<file path="src/hdl/tni_pkg.sv">
// Package for the tinnitus noise injector: modes, widths, timing counts.
// Assumes one system clock and audio samples marked by a one-cycle strobe.
package tni_pkg;

  localparam int SAMPLE_W      = 16;
  localparam int ATTEN_W       = 4;
  localparam int SECS_W        = 5;
  localparam int SLOPE_W       = 2;
  localparam int CORNER_W      = 4;
  localparam int GAIN_W        = 8;
  localparam int GAIN_FRAC     = 6;
  localparam int LFSR_W        = 23;

  // Timing
  localparam int SAMPLE_RATE_HZ = 32000;
  localparam int PERIOD_MIN_S   = 1;
  localparam int PERIOD_MAX_S   = 30;
  localparam int PERIOD_OFF_S   = 0;

  // Noise seed and taps, sample limits
  localparam logic [LFSR_W-1:0] LFSR_SEED = 23'h5A5A5A;
  localparam logic [LFSR_W-1:0] LFSR_TAPS = 23'h420000;
  localparam logic [SAMPLE_W-1:0] SAMPLE_MAX = 16'h7FFF;
  localparam logic [SAMPLE_W-1:0] SAMPLE_MIN = 16'h8000;

  // Injection point and audio enable
  typedef enum logic [2:0] {
    TNI_INJ_OFF  = 3'h0,
    TNI_INJ_PRE  = 3'h1,
    TNI_INJ_POST = 3'h2,
    TNI_INJ_NOPRE  = 3'h3,
    TNI_INJ_NOPOST = 3'h4,
    TNI_INJ_PRE_NOISEVC = 3'h5
  } tni_mode_type;

  typedef struct packed {
    logic                enable;
    tni_mode_type        mode;
    logic [ATTEN_W-1:0]  atten;
    logic                lp_en;
    logic [SLOPE_W-1:0]  lp_slope;
    logic [CORNER_W-1:0] lp_corner;
    logic                hp_en;
    logic [SLOPE_W-1:0]  hp_slope;
    logic [CORNER_W-1:0] hp_corner;
    logic [SECS_W-1:0]   on_secs;
    logic [SECS_W-1:0]   off_secs;
  } tni_cfg_type;

  typedef struct packed {
    logic                valid;
    logic [SAMPLE_W-1:0] data;
  } tni_smp_type;

  function automatic logic [SAMPLE_W-1:0] tni_sat_add(
    input logic [SAMPLE_W-1:0] a,
    input logic [SAMPLE_W-1:0] b
  );
    logic [SAMPLE_W:0] s;
    s = {a[SAMPLE_W-1], a} + {b[SAMPLE_W-1], b};
    if (s[SAMPLE_W] != s[SAMPLE_W-1]) begin
      tni_sat_add = s[SAMPLE_W] ? SAMPLE_MIN : SAMPLE_MAX;
    end else begin
      tni_sat_add = s[SAMPLE_W-1:0];
    end
  endfunction : tni_sat_add

endpackage : tni_pkg

</file>
<file path="src/hdl/tni_shaper.sv">
// Cascade of up to four one-pole shaping sections for the treatment noise.
// Assumes samples arrive on a strobe; slope sets how many poles cascade.
`timescale 1ns/1ps
module tni_shaper
  import tni_pkg::*;
#(
  parameter int HIGH_PASS = 0
) (
  // Clock and reset
  input  wire logic                clk_sys,
  input  wire logic                rst,
  // Setting
  input  wire logic                en,
  input  wire logic [SLOPE_W-1:0]  slope,
  input  wire logic [CORNER_W-1:0] corner,
  // Stream
  input  wire tni_pkg::tni_smp_type in_smp,
  output tni_pkg::tni_smp_type      out_smp
);

  typedef struct packed {
    logic [3:0][SAMPLE_W+3:0] acc;
    tni_smp_type              out;
  } tni_shp_state_type;

  tni_shp_state_type st;
  tni_shp_state_type next_st;

  always_comb begin
    logic signed [SAMPLE_W+3:0] x;
    logic signed [SAMPLE_W+3:0] lp;
    x  = '0;
    lp = '0;
    next_st = st;
    next_st.out.valid = in_smp.valid;
    if (in_smp.valid) begin
      x = {{4{in_smp.data[SAMPLE_W-1]}}, in_smp.data};
      // Corner 0 is widest; shift keeps the pole cheap, no multiplier
      for (int i = 0; i < 4; i++) begin
        if (i <= int'(slope)) begin
          // Both terms signed, else the shift turns logical on negatives
          next_st.acc[i] = $signed(st.acc[i]) +
            ((x - $signed(st.acc[i])) >>> (int'(corner) + 1));
          lp = $signed(next_st.acc[i]);
          x  = HIGH_PASS != 0 ? x - lp : lp;
        end
      end
      next_st.out.data = en ? x[SAMPLE_W-1:0] : in_smp.data;
    end
  end

  always_ff @(posedge clk_sys or posedge rst) begin
    if (rst) begin
      st <= '0;
    end else begin
      st <= next_st;
    end
  end

  assign out_smp = st.out;

endmodule : tni_shaper

</file>
<file path="src/hdl/tni_injector.sv">
// Tinnitus noise injector: noise source, attenuation, shaping, duty cycle,
// and summing into the audio path before or after the volume stage.
// Assumes the surrounding path supplies 32 kHz samples with one-cycle
// strobes on clk_sys, and the volume stage gain in Q2.6 from the same clock.
`timescale 1ns/1ps
module tni_injector
  import tni_pkg::*;
#(
  parameter int SAMPLES_PER_SEC = SAMPLE_RATE_HZ
) (
  // Clock and reset
  input  wire logic                  clk_sys,
  input  wire logic                  rst,
  // Configuration
  input  wire tni_pkg::tni_cfg_type  cfg,
  // Volume stage gain, unsigned Q2.6
  input  wire logic [GAIN_W-1:0]     vol_gain,
  // Audio after the wideband gain stage
  input  wire tni_pkg::tni_smp_type  pre_in,
  // Audio after the final post filter
  input  wire tni_pkg::tni_smp_type  post_in,
  // Toward the volume stage
  output tni_pkg::tni_smp_type       vol_out,
  // Toward the peak clipper
  output tni_pkg::tni_smp_type       clip_out,
  // Status
  output logic                       noise_on,
  output logic                       low_power
);

  localparam int SEC_CNT_W = $clog2(SAMPLES_PER_SEC + 1);

  typedef struct packed {
    logic [LFSR_W-1:0]    lfsr;
    tni_smp_type          raw;
    logic                 was_en;
    logic                 phase_on;
    logic [SEC_CNT_W-1:0] smp_cnt;
    logic [SECS_W-1:0]    sec_cnt;
    tni_smp_type          vol_out;
    tni_smp_type          clip_out;
    logic                 noise_on;
    logic                 low_power;
  } tni_state_type;

  tni_state_type st;
  tni_state_type next_st;
  tni_smp_type   lp_smp;
  tni_smp_type   hp_smp;

  tni_shaper #(.HIGH_PASS(0)) u_lp (
    .clk_sys (clk_sys),
    .rst     (rst),
    .en      (cfg.lp_en),
    .slope   (cfg.lp_slope),
    .corner  (cfg.lp_corner),
    .in_smp  (st.raw),
    .out_smp (lp_smp)
  );

  tni_shaper #(.HIGH_PASS(1)) u_hp (
    .clk_sys (clk_sys),
    .rst     (rst),
    .en      (cfg.hp_en),
    .slope   (cfg.hp_slope),
    .corner  (cfg.hp_corner),
    .in_smp  (lp_smp),
    .out_smp (hp_smp)
  );

  // Volume scaling with saturation back to the word range
  function automatic logic [SAMPLE_W-1:0] scale(
    input logic [SAMPLE_W-1:0] s,
    input logic [GAIN_W-1:0]   g
  );
    logic signed [SAMPLE_W+GAIN_W:0] p;
    logic signed [SAMPLE_W+GAIN_W:0] q;
    p = $signed(s) * $signed({1'b0, g});
    q = p >>> GAIN_FRAC;
    if (q > $signed({{(GAIN_W+1){1'b0}}, SAMPLE_MAX})) begin
      scale = SAMPLE_MAX;
    end else if (q < $signed({{(GAIN_W+1){1'b1}}, SAMPLE_MIN})) begin
      scale = SAMPLE_MIN;
    end else begin
      scale = q[SAMPLE_W-1:0];
    end
  endfunction : scale

  // What each mode asks of the two summing points
  typedef struct packed {
    logic audio_en;
    logic pre_inj;
    logic post_inj;
    logic nz_vc_only;
  } tni_route_type;

  function automatic tni_route_type decode_mode(
    input tni_mode_type mode,
    input logic         enable
  );
    tni_route_type r;
    r          = '0;
    r.audio_en = 1'b1;
    case (mode)
      TNI_INJ_OFF: begin
      end
      TNI_INJ_PRE: begin
        r.pre_inj = 1'b1;
      end
      TNI_INJ_POST: begin
        r.post_inj = 1'b1;
      end
      TNI_INJ_NOPRE: begin
        r.pre_inj  = 1'b1;
        r.audio_en = 1'b0;
      end
      TNI_INJ_NOPOST: begin
        r.post_inj = 1'b1;
        r.audio_en = 1'b0;
      end
      TNI_INJ_PRE_NOISEVC: begin
        r.pre_inj    = 1'b1;
        r.nz_vc_only = 1'b1;
      end
      // Unused codes inject nothing and leave the audio alone
      default: begin
      end
    endcase
    if (!enable) begin
      r.pre_inj  = 1'b0;
      r.post_inj = 1'b0;
    end
    return r;
  endfunction : decode_mode

  // Galois step of the noise register. An all-zero register would stick
  // for good, so it is reseeded; costs one compare, saves a dead source.
  function automatic logic [LFSR_W-1:0] lfsr_step(
    input logic [LFSR_W-1:0] r
  );
    if (r == '0) begin
      lfsr_step = LFSR_SEED;
    end else if (r[0]) begin
      lfsr_step = (r >> 1) ^ LFSR_TAPS;
    end else begin
      lfsr_step = r >> 1;
    end
  endfunction : lfsr_step

  // Period settings outside one to thirty seconds are pulled to the
  // nearest end, so a stray value never stalls or stretches the cycle.
  // A zero off period never gets here: it stops duty cycling first.
  function automatic logic [SECS_W-1:0] clamp_secs(
    input logic [SECS_W-1:0] secs
  );
    if (secs < SECS_W'(PERIOD_MIN_S)) begin
      clamp_secs = SECS_W'(PERIOD_MIN_S);
    end else if (secs > SECS_W'(PERIOD_MAX_S)) begin
      clamp_secs = SECS_W'(PERIOD_MAX_S);
    end else begin
      clamp_secs = secs;
    end
  endfunction : clamp_secs

  always_comb begin
    logic [SAMPLE_W-1:0] nz;
    logic                audio_en;
    logic                pre_inj;
    logic                post_inj;
    logic                nz_vc_only;
    logic [SECS_W-1:0]   period;
    tni_route_type       rt;
    nz         = '0;
    rt         = '0;
    audio_en   = 1'b1;
    pre_inj    = 1'b0;
    post_inj   = 1'b0;
    nz_vc_only = 1'b0;
    period     = '0;
    next_st    = st;

    rt         = decode_mode(cfg.mode, cfg.enable);
    audio_en   = rt.audio_en;
    pre_inj    = rt.pre_inj;
    post_inj   = rt.post_inj;
    nz_vc_only = rt.nz_vc_only;

    // Noise source steps once per sample
    if (pre_in.valid) begin
      next_st.lfsr = lfsr_step(st.lfsr);
      next_st.raw.data = $signed(st.lfsr[SAMPLE_W-1:0]) >>>
                         cfg.atten;
    end
    next_st.raw.valid = pre_in.valid;

    // Duty cycle, counted in samples so it tracks the audio rate
    next_st.was_en = cfg.enable;
    period = clamp_secs(st.phase_on ? cfg.on_secs : cfg.off_secs);
    if (cfg.enable && !st.was_en) begin
      next_st.phase_on = 1'b1;
      next_st.smp_cnt  = '0;
      next_st.sec_cnt  = '0;
    end else if (cfg.off_secs == SECS_W'(PERIOD_OFF_S)) begin
      next_st.phase_on = 1'b1;
      next_st.smp_cnt  = '0;
      next_st.sec_cnt  = '0;
    end else if (pre_in.valid) begin
      if (st.smp_cnt == SEC_CNT_W'(SAMPLES_PER_SEC - 1)) begin
        next_st.smp_cnt = '0;
        if (st.sec_cnt + 1'b1 >= period) begin
          next_st.sec_cnt  = '0;
          next_st.phase_on = !st.phase_on;
        end else begin
          next_st.sec_cnt = st.sec_cnt + 1'b1;
        end
      end else begin
        next_st.smp_cnt = st.smp_cnt + 1'b1;
      end
    end

    nz = (st.phase_on && cfg.enable) ? hp_smp.data : '0;

    // Pre-volume point, ahead of the volume stage
    next_st.vol_out.valid = pre_in.valid;
    if (pre_in.valid) begin
      if (!audio_en) begin
        next_st.vol_out.data = pre_inj ? nz : '0;
      end else if (pre_inj && nz_vc_only) begin
        // Audio passes unaltered here; the noise joins after the stage, scaled by vol_gain
        next_st.vol_out.data = pre_in.data;
      end else if (pre_inj) begin
        next_st.vol_out.data = tni_sat_add(pre_in.data, nz);
      end else begin
        next_st.vol_out.data = pre_in.data;
      end
    end

    // Post-volume point, ahead of the peak clipper
    next_st.clip_out.valid = post_in.valid;
    if (post_in.valid) begin
      if (pre_inj && nz_vc_only) begin
        next_st.clip_out.data = tni_sat_add(post_in.data,
                                            scale(nz, vol_gain));
      end else if (post_inj) begin
        next_st.clip_out.data =
          tni_sat_add(audio_en ? post_in.data : '0, nz);
      end else begin
        next_st.clip_out.data = post_in.data;
      end
    end

    next_st.noise_on  = cfg.enable && st.phase_on && (pre_inj || post_inj);
    next_st.low_power = !audio_en && cfg.enable;
  end

  always_ff @(posedge clk_sys or posedge rst) begin
    if (rst) begin
      st          <= '0;
      st.lfsr     <= LFSR_SEED;
      st.phase_on <= 1'b1;
    end else begin
      st <= next_st;
    end
  end

  assign vol_out   = st.vol_out;
  assign clip_out  = st.clip_out;
  assign noise_on  = st.noise_on;
  assign low_power = st.low_power;

endmodule : tni_injector

</file>
<file path="config.mk">
export PLATFORM = sky130hd
export DESIGN_NAME = tni_injector
export DESIGN_NICKNAME = d
export VERILOG_FILES = /design/src/hdl/tni_pkg.sv /design/src/hdl/tni_shaper.sv /design/src/hdl/tni_injector.sv
export SDC_FILE = /design/constraint.sdc
export NUM_CORES = 2
export LEC_CHECK = 0
export BUFFER_PORTS_ARGS = -buffer_cell sky130_fd_sc_hd__buf_4
export CORE_UTILIZATION = 66
export CTS_CLUSTER_DIAMETER = 200
export DETAILED_ROUTE_END_ITERATION = 12
export GPL_TIMING_DRIVEN = 0
export PLACE_DENSITY = 0.82
export SYNTH_ARGS = -nofsm -noshare
export SYNTH_HDL_FRONTEND = slang
export SYNTH_SLANG_ARGS = --single-unit
</file>
<file path="constraint.sdc">
create_clock -name clk_sys -period 33.5 [get_ports clk_sys]
set_input_delay 8.375 -clock clk_sys [delete_from_list [all_inputs] [get_ports clk_sys]]
set_output_delay 8.375 -clock clk_sys [all_outputs]
set_load 0.01 [all_outputs]
</file>
### After elaboration in Yosys (flattened, before gate mapping)

Index checks and enable logic that the tools add are counted.

* logic and storage cells: 154
* output and inout port bits: 36
* input bits: 76
* bits in registers: 290

* $lt $le $gt $ge: 11
* muxes and demuxes: 49
* equality and inequality tests: 9
* bitwise logic cells: 1
* reduce and logical (&&, ||, !) cells: 24
* multipliers: 1
* $add $sub $neg: 27
* shift operators: 9

Operators with widths (number)
* $mux 16: 22
* $sshr 20x32->20: 8
* $mux 20: 10
* $add 20x20->20: 8
* $sub 20x20->20: 8
* $mux 21: 3
* $sub 16x20->20: 3
* $add 16x16->17: 3
* $mux 23: 2
* $mul 16x9->25: 1
* $mux 5: 5
* $logic_not 23->1: 1
* $gt 19x16->1 const B: 1
* $lt 19x16->1 const B: 1
* $sshr 16x4->16: 1
* $sub 16x16->16: 1
* $add 15x1->15 const B: 1
* $eq 15x15->1 const B: 1
* $mux 15: 1
* $reduce_and 2->1: 7
* $add 4x1->5 const B: 2
* $reduce_bool 3->1: 3
* $le 2x2->1 const A: 4
* $eq 3x2->1 const B: 2
* 18 further kinds: 32

### Depth between registers and ports, before layout

* word-level depth: 23
* gate-level depth with buffers: 134
* mapped depth without buffers: 134

### Cells and area by module

A second synthesis with hierarchy kept.

* cell total of the unflattened synthesis: 6101
* area total of the unflattened synthesis: 46455.8 um^2

By module, submodules not included
* tni_shaper (u_hp): seq. area each 2427.3 um^2, times used 1, cells each 2482, area each 18207.5 um^2
* tni_shaper (u_lp): seq. area each 2427.3 um^2, times used 1, cells each 2075, area each 15247.1 um^2
* tni_injector: seq. area each 2443.6 um^2, times used 1, cells each 1544, area each 13001.2 um^2

### Least setup slack after synthesis

No wires, ideal clock.

* path kind: input to register
* from: in cfg[10] (netlist name)
* to: reg u_hp.st (netlist bit u_hp.out_smp[14])
* data required time: 33.369 ns
* path buffers: 2
* data arrival time: 31.199 ns
* cell stages on the path: 121
* setup slack: 2.169 ns
* setup time: 0.131 ns
* path through: ha_1 -> inv_2 -> buf_1 -> clkbuf_1 -> nand2_1 -> o21a_1 -> a211oi_1 -> a21oi_1 -> a21o_1 -> ha_1 -> fa_1 -> a21o_1 -> a21oi_1 -> o21bai_1 -> a21oi_1 -> o21bai_1 -> a21oi_1 -> nor2b_1 -> (+85 left out) -> a21o_1 -> a21oi_1 -> o21bai_1 -> a21oi_1 -> o21bai_1 -> a21oi_1 -> o21ai_0 -> o41ai_1 -> nor2b_1 -> o21ai_0 -> or3b_2 -> nand2_1 -> ha_1 -> or3_1 -> nor2_1 -> a311oi_1 -> o311ai_0 -> o21ai_0

* longest elaborated chain between the ends: 23

RTL lines
* start: declaration: RTL line tni_injector.sv:15 `input wire tni_pkg::tni_cfg_type cfg,`
* $add 4x1->5 *: RTL line tni_shaper.sv:43 `((x - $signed(st.acc[i])) >>> (int'(corner) + 1));`
* $sshr 20x32->20: RTL line tni_shaper.sv:43
* $add 20x20->20: RTL line tni_shaper.sv:42 `next_st.acc[i] = $signed(st.acc[i]) +`
* $sub 16x20->20: RTL line tni_shaper.sv:45 `x = HIGH_PASS != 0 ? x - lp : lp;`
* $mux 20: RTL line tni_shaper.sv:36 `if (in_smp.valid) begin`
* $sub 20x20->20: RTL line tni_shaper.sv:43
* $sshr 20x32->20: RTL line tni_shaper.sv:43
* $add 20x20->20: RTL line tni_shaper.sv:42
* (+7 left out)
* $mux 20: RTL line tni_shaper.sv:40 `if (i <= int'(slope)) begin`
* $mux 20: RTL line tni_shaper.sv:36
* $sub 20x20->20: RTL line tni_shaper.sv:43
* $sshr 20x32->20: RTL line tni_shaper.sv:43
* $add 20x20->20: RTL line tni_shaper.sv:42
* $sub 16x16->16: RTL line tni_shaper.sv:45
* $mux 16 *: RTL line tni_shaper.sv:40
* $mux 16 *: RTL line tni_shaper.sv:48 `next_st.out.data = en ? x[SAMPLE_W-1:0] : in_smp.data;`
* end signal: assignment: RTL line tni_shaper.sv:56 `st <= next_st;`
* end: declaration: RTL line tni_shaper.sv:26 `tni_shp_state_type st;`

Every way passes the cells marked *; elsewhere a longest branch is shown, timed or not. The select of a mux whose other input is x is not followed.
A chain may end at the register's enable or synchronous reset.

### Worst setup path in the final report

* from: in cfg[10] (netlist name)
* to: reg u_hp.st (netlist bit u_hp.out_smp[13])

Same word-level chain as after synthesis.

==> out/metrics.yaml <==
clock_network:
  clockRootBuffer: "clkbuf_16"
  cts_sinks: 290
  cts_buffers: 38
  htree_levels: 2
  cts_tree: "built"
  cts_hold_buf: 0
  clock_latency_ns: 0.62
  clk_pin_slew_worst_paths_ns: 0.06
  clock_path_buffers: 3
global_route:
  grt_pass1_vias: 44895
  grt_first_pass_wirelength_um: 257000
  grt_max_degree: 112
  antenna_found_initial: 4
  grt_usage: 0.474
  gr-total-overflow: 0
logic_synthesis:
  synth-seq-cells: 290
  synthTopCellsByArea: "dfrtp_1, ha_1, o21ai_0"
  ys_types: 102
  synthDominantCellAreaShare: 0.153
  synth_top_flop_cell: "dfrtp_1"
  synthArstFlopShare: 1.00
  synth_top_area_cell: "dfrtp_1"
  syn_nets: 6583
  synth-edff-count: 0
  yosys_warnings: 0
  ys_seq_area_frac: 0.161
  synth_area_per_cell_um2: 7.67
  netlist_area_mm2: 0.0453
  syn_inst: 5905
timing:
  fin_setup_tns_ns: 0
  slew_violations: 0
  hold_viol_final: 0
  fin_crit_sh: 0.988
  fin_crit_ns: 33.11
  relSlewSlack: 0.00242
  setup_viol: 0
  worstMarginPinSlew_ns: 1.48
  clock_skew_ns: 0.0248
  max_freq_ghz: 0.0302
critical_path:
  critPathMaxFanout: 10
  start_kind: "primary input"
  crit_buf_inv: 7
  cpPeakStageDelay_ns: 0.66
  arrival_ns: 33.66
  crit_family: "compound AO/OA/AOI/OAI gates"
  required_ns: 34.05
  cp_slowest_cell: "o31ai_1"
  crit_path_end_kind: "flip-flop"
  critPathKind: "in -> reg"
  critPathMostFrequentCell: "a21oi_2"
placed_design:
  gp_congestion: 1.12
  placedCellCount: 6883
  place_hpwl_um: 130000
  portBuffers: 103
route:
  wl_um: 170000
  num_vias: 47281
  routed_via_density: 6.76
  final_antenna_net_count: 0
  drtIter0Drc: 5456
  dr.pass1.iters: 12
  drc_errors: 2
  routedWlPerCell_um: 24.3
worst_hold_path:
  min_path_type: "reg -> reg"
finish:
  final_cells: 6996
  final_nets: 6770
  drive_gt1_frac: 0.0953
  syn_to_final_growth_pct: 9.58
die:
  num_rows: 95
  die_area_mm2: 0.0697
  ios: 112
  fp.dieH_um: 264
  die_w_um: 264
  start_util: 0.671
  core-area_mm2: 0.0675
status:
  status: "finished, violations left"
  violations: "design-rule violations, max-capacitance violations"
run:
  max-cap-violations: 1
-- cell usage in the layout, fill, tap and decap left out, types with 68 or more instances in the layout --
| cell | n |
|---|---|
| and2_1 | 117 |
| xnor2_1 | 229 |
| fa_1 | 124 |
| nor2_1 | 472 |
| o21ai_0 | 495 |
| ha_1 | 467 |
| nand3_1 | 94 |
| clkbuf_1 | 189 |
| o211ai_1 | 69 |
| a21oi_1 | 456 |
| o21a_1 | 95 |
| xor2_1 | 153 |
| a31oi_1 | 68 |
| mux2i_1 | 189 |
| inv_1 | 442 |
| mux2_2 | 113 |
| nand2_1 | 617 |
| nand2b_1 | 69 |
| dfrtp_1 | 277 |
| a211oi_1 | 81 |
| nor3_1 | 90 |
| a21o_1 | 117 |
| buf_4 | 180 |
-- routing by layer --
metal	GRT usage	vias to the layer above	wire, µm
li1	-	21390	-
met1	0.563	22110	62500
met2	0.725	2914	72600
met3	0.126	867	18500
met4	0.375	0	16400
met5	0	-	0
-- timing repair --
item                                    CTS  global route
endpoints found under the setup margin   31            30
buffers inserted                         16            26
resized for setup                       107           130
gates cloned                              0             0
pin swaps                                13            36
-- synthesized netlist by cell type, drive strengths merged (16+ instances only) --
| master | n |
|---|---|
| nand2 | 620 |
| o21bai | 54 |
| xor2 | 163 |
| nor3 | 95 |
| a31oi | 69 |
| dfrtp | 277 |
| nand3 | 95 |
| ha | 478 |
| or3 | 40 |
| a21oi | 478 |
| o22a | 16 |
| and3 | 58 |
| o31ai | 35 |
| or2 | 19 |
| nor2 | 476 |
| buf | 66 |
| fa | 124 |
| o211ai | 70 |
| o21a | 95 |
| xnor2 | 241 |
| a211oi | 85 |
| a22oi | 22 |
| clkbuf | 218 |
| mux2 | 114 |
| a221oi | 18 |
| mux2i | 191 |
| nand2b | 69 |
| nor2b | 57 |
| inv | 448 |
| o31a | 20 |
| a211o | 18 |
| a21o | 117 |
| and2 | 117 |
| o21ai | 515 |
| o22ai | 30 |
| o221ai | 21 |
| nand4 | 18 |
-- kinds of logic after synthesis --
family / count (synthesis) / share of synthesized area
muxes: 314 / 0.0751
DFF: 290 / 0.161
xor gates and xnor gates: 408 / 0.0814
adders and majority gates: 605 / 0.188
and+or+nand+nor: 1714 / 0.173
buffers and inverters: 736 / 0.0643
AOI/OAI and AO/OA: 1838 / 0.258
-- cell type report --
class	count	area, µm²
Antenna cell	3	7.51
Buffer	284	1410
Clock buffer	48	1030
Clock inverter	20	262
Fill cell	5409	17900
Inverter	452	1710
Multi-Input combinational cell	4879	35700
Sequential cell	290	7270
Tap cell	873	1090
Timing Repair Buffer	147	1150
-- per-stage QoR --
stage               area [µm²]  utilization  setup slack (ns)  hold slack [ns]
finish                   49600        0.735             0.390            0.498
global route             49600        0.735            -0.339            0.518
CTS                      49000        0.726            0.0126            0.497
detailed placement       47200        0.699             -4.09            0.485
global placement         47100        0.698             -3.54            0.481
floorplan                45300            -              2.17            0.393
-- registers in the layout (all words and copies together), names as in the netlist --
register	flops
clip_out	17
low_power	1
noise_on	1
st	61
u_hp.out_smp	16
u_hp.st	80
u_lp.out_smp	17
u_lp.st	80
vol_out	17
-- worst paths after layout --
check / cells after the start / slack, ns / to / startpoint
max in group asynchronous: 4 / 24.21 / u_hp.st[66] / rst
max: 117 / 0.39 / u_hp.out_smp[13] / cfg[10]
min in group asynchronous: 2 / 7.88 / vol_out[16] / rst
min: 1 / 0.50 / u_hp.out_smp[9] / u_hp.out_smp[9]
min reg2reg: 1 / 0.50 / u_hp.out_smp[9] / u_hp.out_smp[9]
max reg2reg: 125 / 5.36 / u_hp.out_smp[13] / u_lp.out_smp[0]
Power is left out: the tool's default activity adds up to more than one toggle a clock period on the data nets, which glitch-free logic cannot reach.
